==> src/cpu_regs_pkg.sv <==
// shared types and constants for the cpu register file and stack sequencer
package cpu_regs_pkg;

	// =====================================================================
	// widths
	localparam int BYTE_W = 8;
	localparam int PTR_W = 16;

	// =====================================================================
	// flag word bit positions and reset value
	localparam int FLAG_C = 0;
	localparam int FLAG_Z = 1;
	localparam int FLAG_I = 2;
	localparam int FLAG_B = 4;
	localparam int FLAG_N = 7;
	localparam logic [7:0] FLAG_RESET = 8'h04;
	localparam logic [7:0] BYTE_RESET = 8'h00;
	localparam logic [15:0] PTR_RESET = 16'h0000;

	// =====================================================================
	// stack step counts and unit constants
	localparam logic [1:0] IRQ_PUSH_CNT = 2'h3;
	localparam logic [1:0] CALL_PUSH_CNT = 2'h2;
	localparam logic [1:0] ONE_PUSH_CNT = 2'h1;
	localparam logic [1:0] RTI_PULL_CNT = 2'h3;
	localparam logic [1:0] RTS_PULL_CNT = 2'h2;
	localparam logic [1:0] ONE_PULL_CNT = 2'h1;
	localparam logic [1:0] STEP_ONE = 2'h1;
	localparam logic [7:0] BYTE_ONE = 8'h01;
	localparam logic [15:0] PTR_ONE = 16'h0001;
	localparam logic [6:0] PAGE_PAD = 7'h00;

	// =====================================================================
	// commands from instruction execution
	typedef enum logic [4:0] {
		OP_NOP,
		OP_WRITE_REG,
		OP_INC_IDX,
		OP_DEC_IDX,
		OP_CMP_IDX,
		OP_IDX_TO_WORKING,
		OP_WORKING_TO_IDX,
		OP_IRQ,
		OP_SOFTWARE_BREAK,
		OP_CALL,
		OP_RETURN_FROM_IRQ,
		OP_RETURN_FROM_SUB,
		OP_PUSH_WORKING,
		OP_PUSH_FLAGS,
		OP_PULL_WORKING,
		OP_PULL_FLAGS,
		OP_IDX_READ,
		OP_IDX_WRITE,
		OP_FETCH
	} cmd_op_e;

	typedef enum logic [2:0] {
		SEL_WORKING,
		SEL_FIRST_OFS,
		SEL_SECOND_OFS,
		SEL_FRAME_TOP,
		SEL_FLAGS,
		SEL_FETCH_LOW,
		SEL_FETCH_HIGH
	} reg_sel_e;

	typedef enum logic [1:0] {
		IDX_INC,
		IDX_DEC,
		IDX_CMP,
		IDX_PASS
	} idx_op_e;

	typedef enum logic [2:0] {
		DST_WORKING,
		DST_FLAGS,
		DST_FETCH_LOW,
		DST_FETCH_HIGH,
		DST_OPCODE,
		DST_DATA
	} dest_e;

	typedef struct packed {
		cmd_op_e op;
		reg_sel_e sel;
		logic [7:0] data;
		logic [15:0] addr;
		logic end_instr;
	} cmd_s;

	typedef struct packed {
		logic [15:0] addr;
		logic [7:0] wdata;
		logic we;
		logic re;
	} mem_s;

	typedef struct packed {
		logic n;
		logic z;
		logic c;
	} idx_flags_s;

endpackage

==> src/cpu_regs_stack.sv <==
// cpu register set with stack, call/return and fetch sequencing
`timescale 1ns/1ps

// Behaviour
// - the fetch pointer is 16 bits and the working, both offset, frame top and flag registers are 8 bits.
// - reset sets the interrupt mask flag; other registers are cleared only for tidiness and software must set them.
// - interrupt entry writes fetch high, decrements, writes fetch low, decrements, writes flags, decrements.
// - a call pushes only fetch high then low, each followed by a decrement, and saves no flags.
// - every stack address is the page bit above the frame top pointer.
// - a working push writes the working register at the address built from the current frame top.
// - a flags push stores the flag word on the stack.
// - interrupt return increments and loads flags, then fetch low, then fetch high.
// - subroutine return increments and loads fetch low, then increments and loads fetch high.
// - working and flag pulls increment the frame top first and then load the byte there.
// - the fetch pointer is two separately writable bytes that hold the next instruction address.
// - when an instruction ends the next one is fetched from the fetch pointer, which then advances.
// - indexed accesses use the operand address plus the chosen offset register.
// - each offset register can be incremented, decremented, compared and transferred.
// - accepting an interrupt sets the mask flag at once.
// - the stacked break flag is one for a software break and zero for other interrupts.
module cpu_regs_stack
	import cpu_regs_pkg::*;
(
	input wire logic clk_i,
	input wire logic rst_i,
	input wire logic ce_i,
	input wire logic cmd_valid_i,
	input wire cmd_s cmd_i,
	input wire logic stack_page_i,
	input wire logic [7:0] mem_rdata_i,
	output logic cmd_ready_o,
	output logic done_o,
	output mem_s mem_o,
	output logic [7:0] opcode_o,
	output logic opcode_valid_o,
	output logic [7:0] rdata_o,
	output logic rdata_valid_o,
	output logic [7:0] working_reg_o,
	output logic [7:0] first_offset_reg_o,
	output logic [7:0] second_offset_reg_o,
	output logic [7:0] frame_top_ptr_o,
	output logic [7:0] flag_word_o,
	output logic [15:0] fetch_pointer_o
);

	// =====================================================================
	// state
	typedef enum logic [2:0] {
		ST_IDLE,
		ST_PUSH,
		ST_PULL,
		ST_WAIT,
		ST_CAP,
		ST_FETCH
	} seq_e;

	seq_e state_r, state_nxt;
	cmd_s cur_r, cur_nxt;
	dest_e dest_r, dest_nxt;
	logic [1:0] step_r, step_nxt;
	logic [7:0] working_reg_r, working_reg_nxt;
	logic [7:0] first_offset_reg_r, first_offset_reg_nxt;
	logic [7:0] second_offset_reg_r, second_offset_reg_nxt;
	logic [7:0] frame_top_ptr_r, frame_top_ptr_nxt;
	logic [7:0] flag_word_r, flag_word_nxt;
	logic [7:0] flag_snap_r, flag_snap_nxt;
	logic [15:0] fetch_pointer_r, fetch_pointer_nxt;
	mem_s mem_r, mem_nxt;
	logic done_r, done_nxt;
	logic ready_r, ready_nxt;
	logic [7:0] opcode_r, opcode_nxt;
	logic opcode_valid_r, opcode_valid_nxt;
	logic [7:0] rdata_r, rdata_nxt;
	logic rdata_valid_r, rdata_valid_nxt;

	// =====================================================================
	// stack step tables
	function automatic logic [1:0] push_count(input cmd_op_e op);
		unique case (op)
			OP_IRQ, OP_SOFTWARE_BREAK: push_count = IRQ_PUSH_CNT;
			OP_CALL: push_count = CALL_PUSH_CNT;
			default: push_count = ONE_PUSH_CNT;
		endcase
	endfunction

	function automatic logic [1:0] pull_count(input cmd_op_e op);
		unique case (op)
			OP_RETURN_FROM_IRQ: pull_count = RTI_PULL_CNT;
			OP_RETURN_FROM_SUB: pull_count = RTS_PULL_CNT;
			default: pull_count = ONE_PULL_CNT;
		endcase
	endfunction

	function automatic dest_e pull_dest(input cmd_op_e op, input logic [1:0] step);
		unique case (op)
			OP_RETURN_FROM_IRQ: pull_dest = (step == 2'h0) ? DST_FLAGS :
				(step == 2'h1) ? DST_FETCH_LOW : DST_FETCH_HIGH;
			OP_RETURN_FROM_SUB: pull_dest = (step == 2'h0) ? DST_FETCH_LOW : DST_FETCH_HIGH;
			OP_PULL_FLAGS: pull_dest = DST_FLAGS;
			default: pull_dest = DST_WORKING;
		endcase
	endfunction

	// =====================================================================
	// derived wires
	logic [15:0] stack_addr;
	logic [15:0] stack_addr_up;
	logic [7:0] frame_up;
	logic [7:0] stacked_flags;
	logic [7:0] push_byte;
	logic push_last;
	logic pull_last;
	logic [7:0] idx_sel;
	logic use_second;
	idx_op_e idx_op;
	logic [7:0] idx_result;
	idx_flags_s idx_flags;
	logic [15:0] idx_addr;

	// stack address from page bit and frame top
	assign frame_up = frame_top_ptr_r + BYTE_ONE;
	assign stack_addr = {PAGE_PAD, stack_page_i, frame_top_ptr_r};
	assign stack_addr_up = {PAGE_PAD, stack_page_i, frame_up};

	// flags stacked from a snapshot taken at acceptance, break bit from the command
	assign stacked_flags = {flag_snap_r[7:5], (cur_r.op == OP_SOFTWARE_BREAK), flag_snap_r[3:0]};

	// byte written by each push step
	assign push_byte = (cur_r.op == OP_PUSH_WORKING) ? working_reg_r :
		(cur_r.op == OP_PUSH_FLAGS) ? flag_word_r :
		(step_r == 2'h0) ? fetch_pointer_r[15:8] :
		(step_r == 2'h1) ? fetch_pointer_r[7:0] : stacked_flags;
	assign push_last = (step_r == (push_count(cur_r.op) - STEP_ONE));
	assign pull_last = (step_r == (pull_count(cur_r.op) - STEP_ONE));

	// index selection for the index unit
	assign use_second = (cmd_i.sel == SEL_SECOND_OFS);
	assign idx_sel = use_second ? second_offset_reg_r : first_offset_reg_r;
	assign idx_op = (cmd_i.op == OP_INC_IDX) ? IDX_INC : (cmd_i.op == OP_DEC_IDX) ? IDX_DEC :
		(cmd_i.op == OP_CMP_IDX) ? IDX_CMP : IDX_PASS;

	index_unit u_index_unit (
		.idx_i(idx_sel),
		.operand_i(cmd_i.data),
		.base_i(cmd_i.addr),
		.op_i(idx_op),
		.result_o(idx_result),
		.flags_o(idx_flags),
		.addr_o(idx_addr)
	);

	// =====================================================================
	// sequencer next state
	always_comb
	begin
		logic fin;
		logic end_instr;
		fin = 1'b0;
		end_instr = cur_r.end_instr;
		state_nxt = state_r;
		cur_nxt = cur_r;
		dest_nxt = dest_r;
		step_nxt = step_r;
		working_reg_nxt = working_reg_r;
		first_offset_reg_nxt = first_offset_reg_r;
		second_offset_reg_nxt = second_offset_reg_r;
		frame_top_ptr_nxt = frame_top_ptr_r;
		flag_word_nxt = flag_word_r;
		flag_snap_nxt = flag_snap_r;
		fetch_pointer_nxt = fetch_pointer_r;
		mem_nxt = '0;
		done_nxt = 1'b0;
		opcode_nxt = opcode_r;
		opcode_valid_nxt = 1'b0;
		rdata_nxt = rdata_r;
		rdata_valid_nxt = 1'b0;
		unique case (state_r)
			ST_IDLE:
			begin
				end_instr = cmd_i.end_instr;
				if (cmd_valid_i)
				begin
					cur_nxt = cmd_i;
					step_nxt = 2'h0;
					fin = 1'b1;
					unique case (cmd_i.op)
						OP_WRITE_REG:
						begin
							unique case (cmd_i.sel)
								SEL_WORKING: working_reg_nxt = cmd_i.data;
								SEL_FIRST_OFS: first_offset_reg_nxt = cmd_i.data;
								SEL_SECOND_OFS: second_offset_reg_nxt = cmd_i.data;
								SEL_FRAME_TOP: frame_top_ptr_nxt = cmd_i.data;
								SEL_FLAGS: flag_word_nxt = cmd_i.data;
								SEL_FETCH_LOW: fetch_pointer_nxt[7:0] = cmd_i.data;
								SEL_FETCH_HIGH: fetch_pointer_nxt[15:8] = cmd_i.data;
								default: fin = 1'b1;
							endcase
						end
						OP_INC_IDX, OP_DEC_IDX, OP_CMP_IDX:
						begin
							if (cmd_i.op != OP_CMP_IDX)
							begin
								if (use_second)
									second_offset_reg_nxt = idx_result;
								else
									first_offset_reg_nxt = idx_result;
							end
							flag_word_nxt[FLAG_N] = idx_flags.n;
							flag_word_nxt[FLAG_Z] = idx_flags.z;
							if (cmd_i.op == OP_CMP_IDX)
								flag_word_nxt[FLAG_C] = idx_flags.c;
						end
						OP_IDX_TO_WORKING: working_reg_nxt = idx_sel;
						OP_WORKING_TO_IDX:
						begin
							if (use_second)
								second_offset_reg_nxt = working_reg_r;
							else
								first_offset_reg_nxt = working_reg_r;
						end
						OP_IRQ, OP_SOFTWARE_BREAK:
						begin
							flag_snap_nxt = flag_word_r;
							flag_word_nxt[FLAG_I] = 1'b1;
							fin = 1'b0;
							state_nxt = ST_PUSH;
						end
						OP_CALL, OP_PUSH_WORKING, OP_PUSH_FLAGS:
						begin
							fin = 1'b0;
							state_nxt = ST_PUSH;
						end
						OP_RETURN_FROM_IRQ, OP_RETURN_FROM_SUB, OP_PULL_WORKING, OP_PULL_FLAGS:
						begin
							fin = 1'b0;
							state_nxt = ST_PULL;
						end
						OP_IDX_READ:
						begin
							mem_nxt.re = 1'b1;
							mem_nxt.addr = idx_addr;
							dest_nxt = DST_DATA;
							fin = 1'b0;
							state_nxt = ST_WAIT;
						end
						OP_IDX_WRITE:
						begin
							mem_nxt.we = 1'b1;
							mem_nxt.addr = idx_addr;
							mem_nxt.wdata = cmd_i.data;
						end
						OP_FETCH:
						begin
							fin = 1'b0;
							state_nxt = ST_FETCH;
						end
						default: fin = 1'b1;
					endcase
				end
			end
			ST_PUSH:
			begin
				mem_nxt.we = 1'b1;
				mem_nxt.addr = stack_addr;
				mem_nxt.wdata = push_byte;
				frame_top_ptr_nxt = frame_top_ptr_r - BYTE_ONE;
				step_nxt = step_r + STEP_ONE;
				if (push_last)
				begin
					if (cur_r.op == OP_IRQ || cur_r.op == OP_SOFTWARE_BREAK || cur_r.op == OP_CALL)
						fetch_pointer_nxt = cur_r.addr;
					fin = 1'b1;
				end
			end
			ST_PULL:
			begin
				frame_top_ptr_nxt = frame_up;
				mem_nxt.re = 1'b1;
				mem_nxt.addr = stack_addr_up;
				dest_nxt = pull_dest(cur_r.op, step_r);
				state_nxt = ST_WAIT;
			end
			ST_WAIT: state_nxt = ST_CAP;
			ST_CAP:
			begin
				unique case (dest_r)
					DST_WORKING: working_reg_nxt = mem_rdata_i;
					DST_FLAGS: flag_word_nxt = mem_rdata_i;
					DST_FETCH_LOW: fetch_pointer_nxt[7:0] = mem_rdata_i;
					DST_FETCH_HIGH: fetch_pointer_nxt[15:8] = mem_rdata_i;
					DST_OPCODE:
					begin
						opcode_nxt = mem_rdata_i;
						opcode_valid_nxt = 1'b1;
					end
					DST_DATA:
					begin
						rdata_nxt = mem_rdata_i;
						rdata_valid_nxt = 1'b1;
					end
					default: opcode_valid_nxt = 1'b0;
				endcase
				if (dest_r == DST_OPCODE)
				begin
					done_nxt = 1'b1;
					state_nxt = ST_IDLE;
				end
				else if (dest_r == DST_DATA || pull_last)
					fin = 1'b1;
				else
				begin
					step_nxt = step_r + STEP_ONE;
					state_nxt = ST_PULL;
				end
			end
			ST_FETCH:
			begin
				mem_nxt.re = 1'b1;
				mem_nxt.addr = fetch_pointer_r;
				fetch_pointer_nxt = fetch_pointer_r + PTR_ONE;
				dest_nxt = DST_OPCODE;
				state_nxt = ST_WAIT;
			end
		endcase
		// an ended instruction is followed by the next fetch
		if (fin)
		begin
			if (end_instr)
				state_nxt = ST_FETCH;
			else
			begin
				done_nxt = 1'b1;
				state_nxt = ST_IDLE;
			end
		end
		// ready registered from the next state so the port comes from a flop
		ready_nxt = (state_nxt == ST_IDLE);
	end

	// =====================================================================
	// state registers, frozen while ce_i is low
	always_ff @(posedge clk_i)
	begin
		if (rst_i)
		begin
			state_r <= ST_IDLE;
			cur_r <= '0;
			dest_r <= DST_WORKING;
			step_r <= 2'h0;
			working_reg_r <= BYTE_RESET;
			first_offset_reg_r <= BYTE_RESET;
			second_offset_reg_r <= BYTE_RESET;
			frame_top_ptr_r <= BYTE_RESET;
			flag_word_r <= FLAG_RESET;
			flag_snap_r <= FLAG_RESET;
			fetch_pointer_r <= PTR_RESET;
			mem_r <= '0;
			done_r <= 1'b0;
			ready_r <= 1'b1;
			opcode_r <= BYTE_RESET;
			opcode_valid_r <= 1'b0;
			rdata_r <= BYTE_RESET;
			rdata_valid_r <= 1'b0;
		end
		else if (ce_i)
		begin
			state_r <= state_nxt;
			cur_r <= cur_nxt;
			dest_r <= dest_nxt;
			step_r <= step_nxt;
			working_reg_r <= working_reg_nxt;
			first_offset_reg_r <= first_offset_reg_nxt;
			second_offset_reg_r <= second_offset_reg_nxt;
			frame_top_ptr_r <= frame_top_ptr_nxt;
			flag_word_r <= flag_word_nxt;
			flag_snap_r <= flag_snap_nxt;
			fetch_pointer_r <= fetch_pointer_nxt;
			mem_r <= mem_nxt;
			done_r <= done_nxt;
			ready_r <= ready_nxt;
			opcode_r <= opcode_nxt;
			opcode_valid_r <= opcode_valid_nxt;
			rdata_r <= rdata_nxt;
			rdata_valid_r <= rdata_valid_nxt;
		end
	end

	// =====================================================================
	// outputs straight from flops
	assign cmd_ready_o = ready_r;
	assign done_o = done_r;
	assign mem_o = mem_r;
	assign opcode_o = opcode_r;
	assign opcode_valid_o = opcode_valid_r;
	assign rdata_o = rdata_r;
	assign rdata_valid_o = rdata_valid_r;
	assign working_reg_o = working_reg_r;
	assign first_offset_reg_o = first_offset_reg_r;
	assign second_offset_reg_o = second_offset_reg_r;
	assign frame_top_ptr_o = frame_top_ptr_r;
	assign flag_word_o = flag_word_r;
	assign fetch_pointer_o = fetch_pointer_r;

endmodule // cpu_regs_stack

==> src/index_unit.sv <==
// index register arithmetic and indexed address forming
`timescale 1ns/1ps

module index_unit
	import cpu_regs_pkg::*;
(
	input wire logic [7:0] idx_i,
	input wire logic [7:0] operand_i,
	input wire logic [15:0] base_i,
	input wire idx_op_e op_i,
	output logic [7:0] result_o,
	output idx_flags_s flags_o,
	output logic [15:0] addr_o
);

	// =====================================================================
	// arithmetic
	logic [8:0] diff;
	logic [7:0] inc_val;
	logic [7:0] dec_val;
	logic [7:0] flag_src;

	assign diff = {1'b0, idx_i} - {1'b0, operand_i};
	assign inc_val = idx_i + BYTE_ONE;
	assign dec_val = idx_i - BYTE_ONE;

	// result and flag source per operation
	assign result_o = (op_i == IDX_INC) ? inc_val : (op_i == IDX_DEC) ? dec_val : idx_i;
	assign flag_src = (op_i == IDX_CMP) ? diff[7:0] : result_o;
	assign flags_o.n = flag_src[7];
	assign flags_o.z = (flag_src == BYTE_RESET);
	assign flags_o.c = (op_i == IDX_CMP) ? ~diff[8] : 1'b0; // no borrow sets carry

	// indexed address: operand address plus index
	assign addr_o = base_i + {BYTE_RESET, idx_i};

endmodule // index_unit

==> config.mk <==
export PLATFORM = sky130hd
export DESIGN_NAME = cpu_regs_stack
export DESIGN_NICKNAME = d
export VERILOG_FILES = /design/src/cpu_regs_pkg.sv /design/src/cpu_regs_stack.sv /design/src/index_unit.sv
export SDC_FILE = /design/constraint.sdc
export NUM_CORES = 1
export LEC_CHECK = 0
export ABC_AREA = 1
export BUFFER_PORTS_ARGS = -buffer_cell sky130_fd_sc_hd__buf_2
export CORE_MARGIN = 4
export CORE_UTILIZATION = 58
export CTS_CLUSTER_DIAMETER = 30
export DETAILED_ROUTE_END_ITERATION = 7
export GPL_ROUTABILITY_DRIVEN = 0
export PLACE_DENSITY = 0.84
export SETUP_SLACK_MARGIN = 0.1
export SLEW_MARGIN = 20
export SYNTH_ARGS = -nofsm -noshare
export SYNTH_HDL_FRONTEND = slang
export SYNTH_SLANG_ARGS = --single-unit
==> constraint.sdc <==
create_clock -name clk_i -period 3.3 [get_ports clk_i]
set_input_delay 0.165 -clock clk_i [delete_from_list [all_inputs] [get_ports clk_i]]
set_output_delay 0.165 -clock clk_i [all_outputs]
set_load 0.05 [all_outputs]
==> results.json <==
{
  "status": "complete, but fails checks",
  "violations": "negative hold slack",
  "hold_class": "in -> reg",
  "rows": 45,
  "synth_area_per_cell_um2": 6.37,
  "dp_hpwl_mm": 25.1,
  "fin_nets": 1623,
  "path_buf_inv": 3,
  "r2r_start": "state_r[1]",
  "path_class": "reg -> reg",
  "port_buffers": 147,
  "yosys.cell_types.count": 51,
  "die_h_um": 133,
  "synth_nets": 1485,
  "synth_area_um2": 9000,
  "yosysSeqAreaShare_pct": 30.9,
  "numClockSinks": 139,
  "num_vias": 10900,
  "cpLargestDelayFamily": "simple AND/OR/NAND/NOR gates",
  "h-tree-depth": 4,
  "fin_skew_ns": 0.00891,
  "fin_crit_sh_pct": 83.2,
  "worstHoldStart": "mem_rdata_i[7]",
  "fmax_ghz": 0.364,
  "cts_buffers": 17,
  "rsz0062_at_grt": "false",
  "startpoint": "state_r[1]",
  "worstMarginPinSlew_ns": 0.910,
  "slowest_stage": "o22ai_1",
  "max_stage_delay_ns": 0.42,
  "viasPerCell": 6.22,
  "yosys_warnings": 0,
  "synth-edff-count": 0,
  "synth.largest_area_cell": "dfxtp_1",
  "grt_pass1_vias": 9931,
  "whs_ns": -0.00410,
  "clk_latency_ns": 0.44,
  "antenna_found_initial": 2,
  "hold_violations": 1,
  "ys_ff_latch": 139,
  "fin_tns_setup_ns": 0,
  "cp_cell_sequence": "nor2_4 > inv_2 > nor2_4 > inv_2 > nor2_4 > nand2_1 > inv_1 > nand2_1 > o22ai_1 > nand2_1 > a21oi_1",
  "cts_tree": "built",
  "die_x_um": 133,
  "track_usage_pct": 37.4,
  "dieArea_um2": 17600,
  "drive_gt1_share_pct": 15.1,
  "fin_cells": 1754,
  "grt_pass1_wl_mm": 52.8,
  "critPathArrivalTime_ns": 3.11,
  "grt_max_degree": 50,
  "clockBufferDepth": 2,
  "p_per_area_nw_per_um2": 531,
  "async_flop_share_pct": 0,
  "cts_resized": 0,
  "clk_pin_slew_ns": 0.06,
  "syn_inst": 1414,
  "relSlewSlack_pct": 38.9,
  "globalRoute.totalOverflow": 0,
  "max-cap-violations": 0,
  "synth.area.top_cells": "dfxtp_1 31%, nand2_1 13%, o21ai_0 9.2%",
  "synth_flop_cell": "dfxtp_1",
  "drtPass1Iterations": 7,
  "ant_nets": 0,
  "worst_setup_path_end_kind": "register",
  "ioPinCount": 148,
  "wirelength_mm": 33.7,
  "setup-violations-final": 0,
  "cts-hold-fix-buffers": 7,
  "cp.required_ns": 3.67,
  "coreArea_um2": 15200,
  "vdd_drop_max_mv": 0.384,
  "first_iter_violations": 2082,
  "slew_viol_final": 0,
  "worstSetupStartpointType": "register",
  "dp_cells": 1714,
  "cts-root-buf": "clkbuf_16",
  "period_minus_slack_ns": 2.75,
  "drc": 0,
  "start_util_pct": 59.2,
  "wire_per_inst_um": 19.2,
  "synth_top_cell_area_share_pct": 30.9,
  "p_leak_nw": 5.04,
  "syn_to_final_growth_pct": 17.3,
  "cts_setup_buffers": 0,
  "cp_max_fo": 9
}
## synthesized netlist by cell type (all sizes together), types with 2 or more instances
cell type,count
dfxtp,139
xor2,9
ha,24
clkinv,5
a21oi,131
nand3,83
inv,176
nand2,302
or2,4
nor3b,3
nor2,162
o31ai,2
a22oi,8
o2111ai,6
a31oi,19
nor4,4
nand3b,3
o22ai,12
nand4,17
clkbuf,34
a2111oi,2
o21ai,179
xnor2,2
a211oi,11
buf,19
o211ai,19
a221oi,3
a21boi,3
nor3,23
o21bai,3
a41oi,3
## worst paths after layout
kind,to,slack (ns),cells after the start
setup reg to reg,mem_o[9],0.55,11
hold reg to reg,flag_snap_r[5],0.45,2
hold / removal,rdata_o[7],-0.004,3
setup / recovery,mem_o[9],0.55,11
## logic make-up (layout without fill, tap and decap cells)
kind of cell / count (synthesis) / count (layout) / share of synthesized area, %
flip-flops: 139 / 139 / 30.9
adder cells (fa/ha/maj): 25 / 25 / 3.56
other: 0 / 1 / 0
XOR/XNOR: 11 / 11 / 1.07
AO/OA/AOI/OAI: 404 / 404 / 25.6
AND/OR/NAND/NOR: 601 / 601 / 28.6
buffers and inverters: 234 / 385 / 10.2
## registers in the layout, indices dropped and copies added (netlist names), 2 cells and up
| name | cells |
|---|---|
| working_reg_o | 8 |
| first_offset_reg_o | 8 |
| second_offset_reg_o | 8 |
| flag_snap_r | 7 |
| cur_r | 22 |
| flag_word_o | 8 |
| rdata_o | 8 |
| state_r | 3 |
| mem_o | 26 |
| dest_r | 3 |
| step_r | 2 |
| opcode_o | 8 |
| frame_top_ptr_o | 8 |
| fetch_pointer_o | 16 |
## worst min-delay path, stage by stage
cell and delay (ns):
buf_2 0.10, nor2_1 0.04, nor2_1 0.09
## per-layer routing
metal  wire [µm]  part of all wire [%]  global-route usage, %  vias to the layer above
met3        5030                    15                   11.9                      178
met5          13                 0.039                      0                        -
li1            -                     -                      -                     5025
met1       12500                    37                   48.8                     4829
met2       14200                    42                   55.8                      878
met4        1870                   5.5                   18.4                        2
## power by group
part | switching, mW | internal, mW | leakage (nW)
sequential | 0.142 | 1.80 | 1.13
combinational | 1.18 | 0.436 | 3.62
clock | 0.834 | 1.21 | 0.293
total | 2.16 | 3.44 | 5.04
## through the flow
| stage | setup WS (ns) | hold slack (ns) | util [%] | area, µm² | total power [mW] |
|---|---|---|---|---|---|
| final | 0.553 | -0.00410 | 69.4 | 10600 | 5.60 |
| after global placement | 0.528 | 0.402 | 64.9 | 9870 | 3.49 |
| after CTS | 0.714 | 0.000537 | 69.4 | 10600 | 5.53 |
| after detailed placement | 0.474 | 0.418 | 64.9 | 9870 | 3.51 |
| after floorplan | 0.760 | 0.300 | - | 9000 | 3.05 |
| after global routing | 0.333 | 0.0136 | 69.4 | 10600 | 5.79 |
## final cells by class
class / instances / area [µm²]
multi-input combinational: 1041 / 5300
fill: 1327 / 4650
sequential: 139 / 2780
timing repair buffer: 172 / 941
inverter: 181 / 679
clock buffer: 18 / 429
tap: 188 / 235
clock inverter: 14 / 184
antenna: 1 / 2.50
## layout by cell type (no fill, tap or decap), types with 4 or more instances in the layout
master	instances
nand2_1	300
inv_1	166
o21ai_0	166
nor2_1	153
buf_2	147
dfxtp_1	139
a21oi_1	131
nand3_1	80
ha_1	24
nor3_1	21
o211ai_1	18
a31oi_1	18
buf_4	18
nand4_1	17
clkbuf_16	17
o22ai_1	12
inv_2	11
o21ai_1	11
xor2_1	9
nor2_4	8
a22oi_1	8
a211oi_1	7
dlygate4sd3_1	7
o2111ai_1	6
inv_6	6
clkinv_1	4
or2_2	4
nor4_1	4
Power figures use the tool's default switching activity.
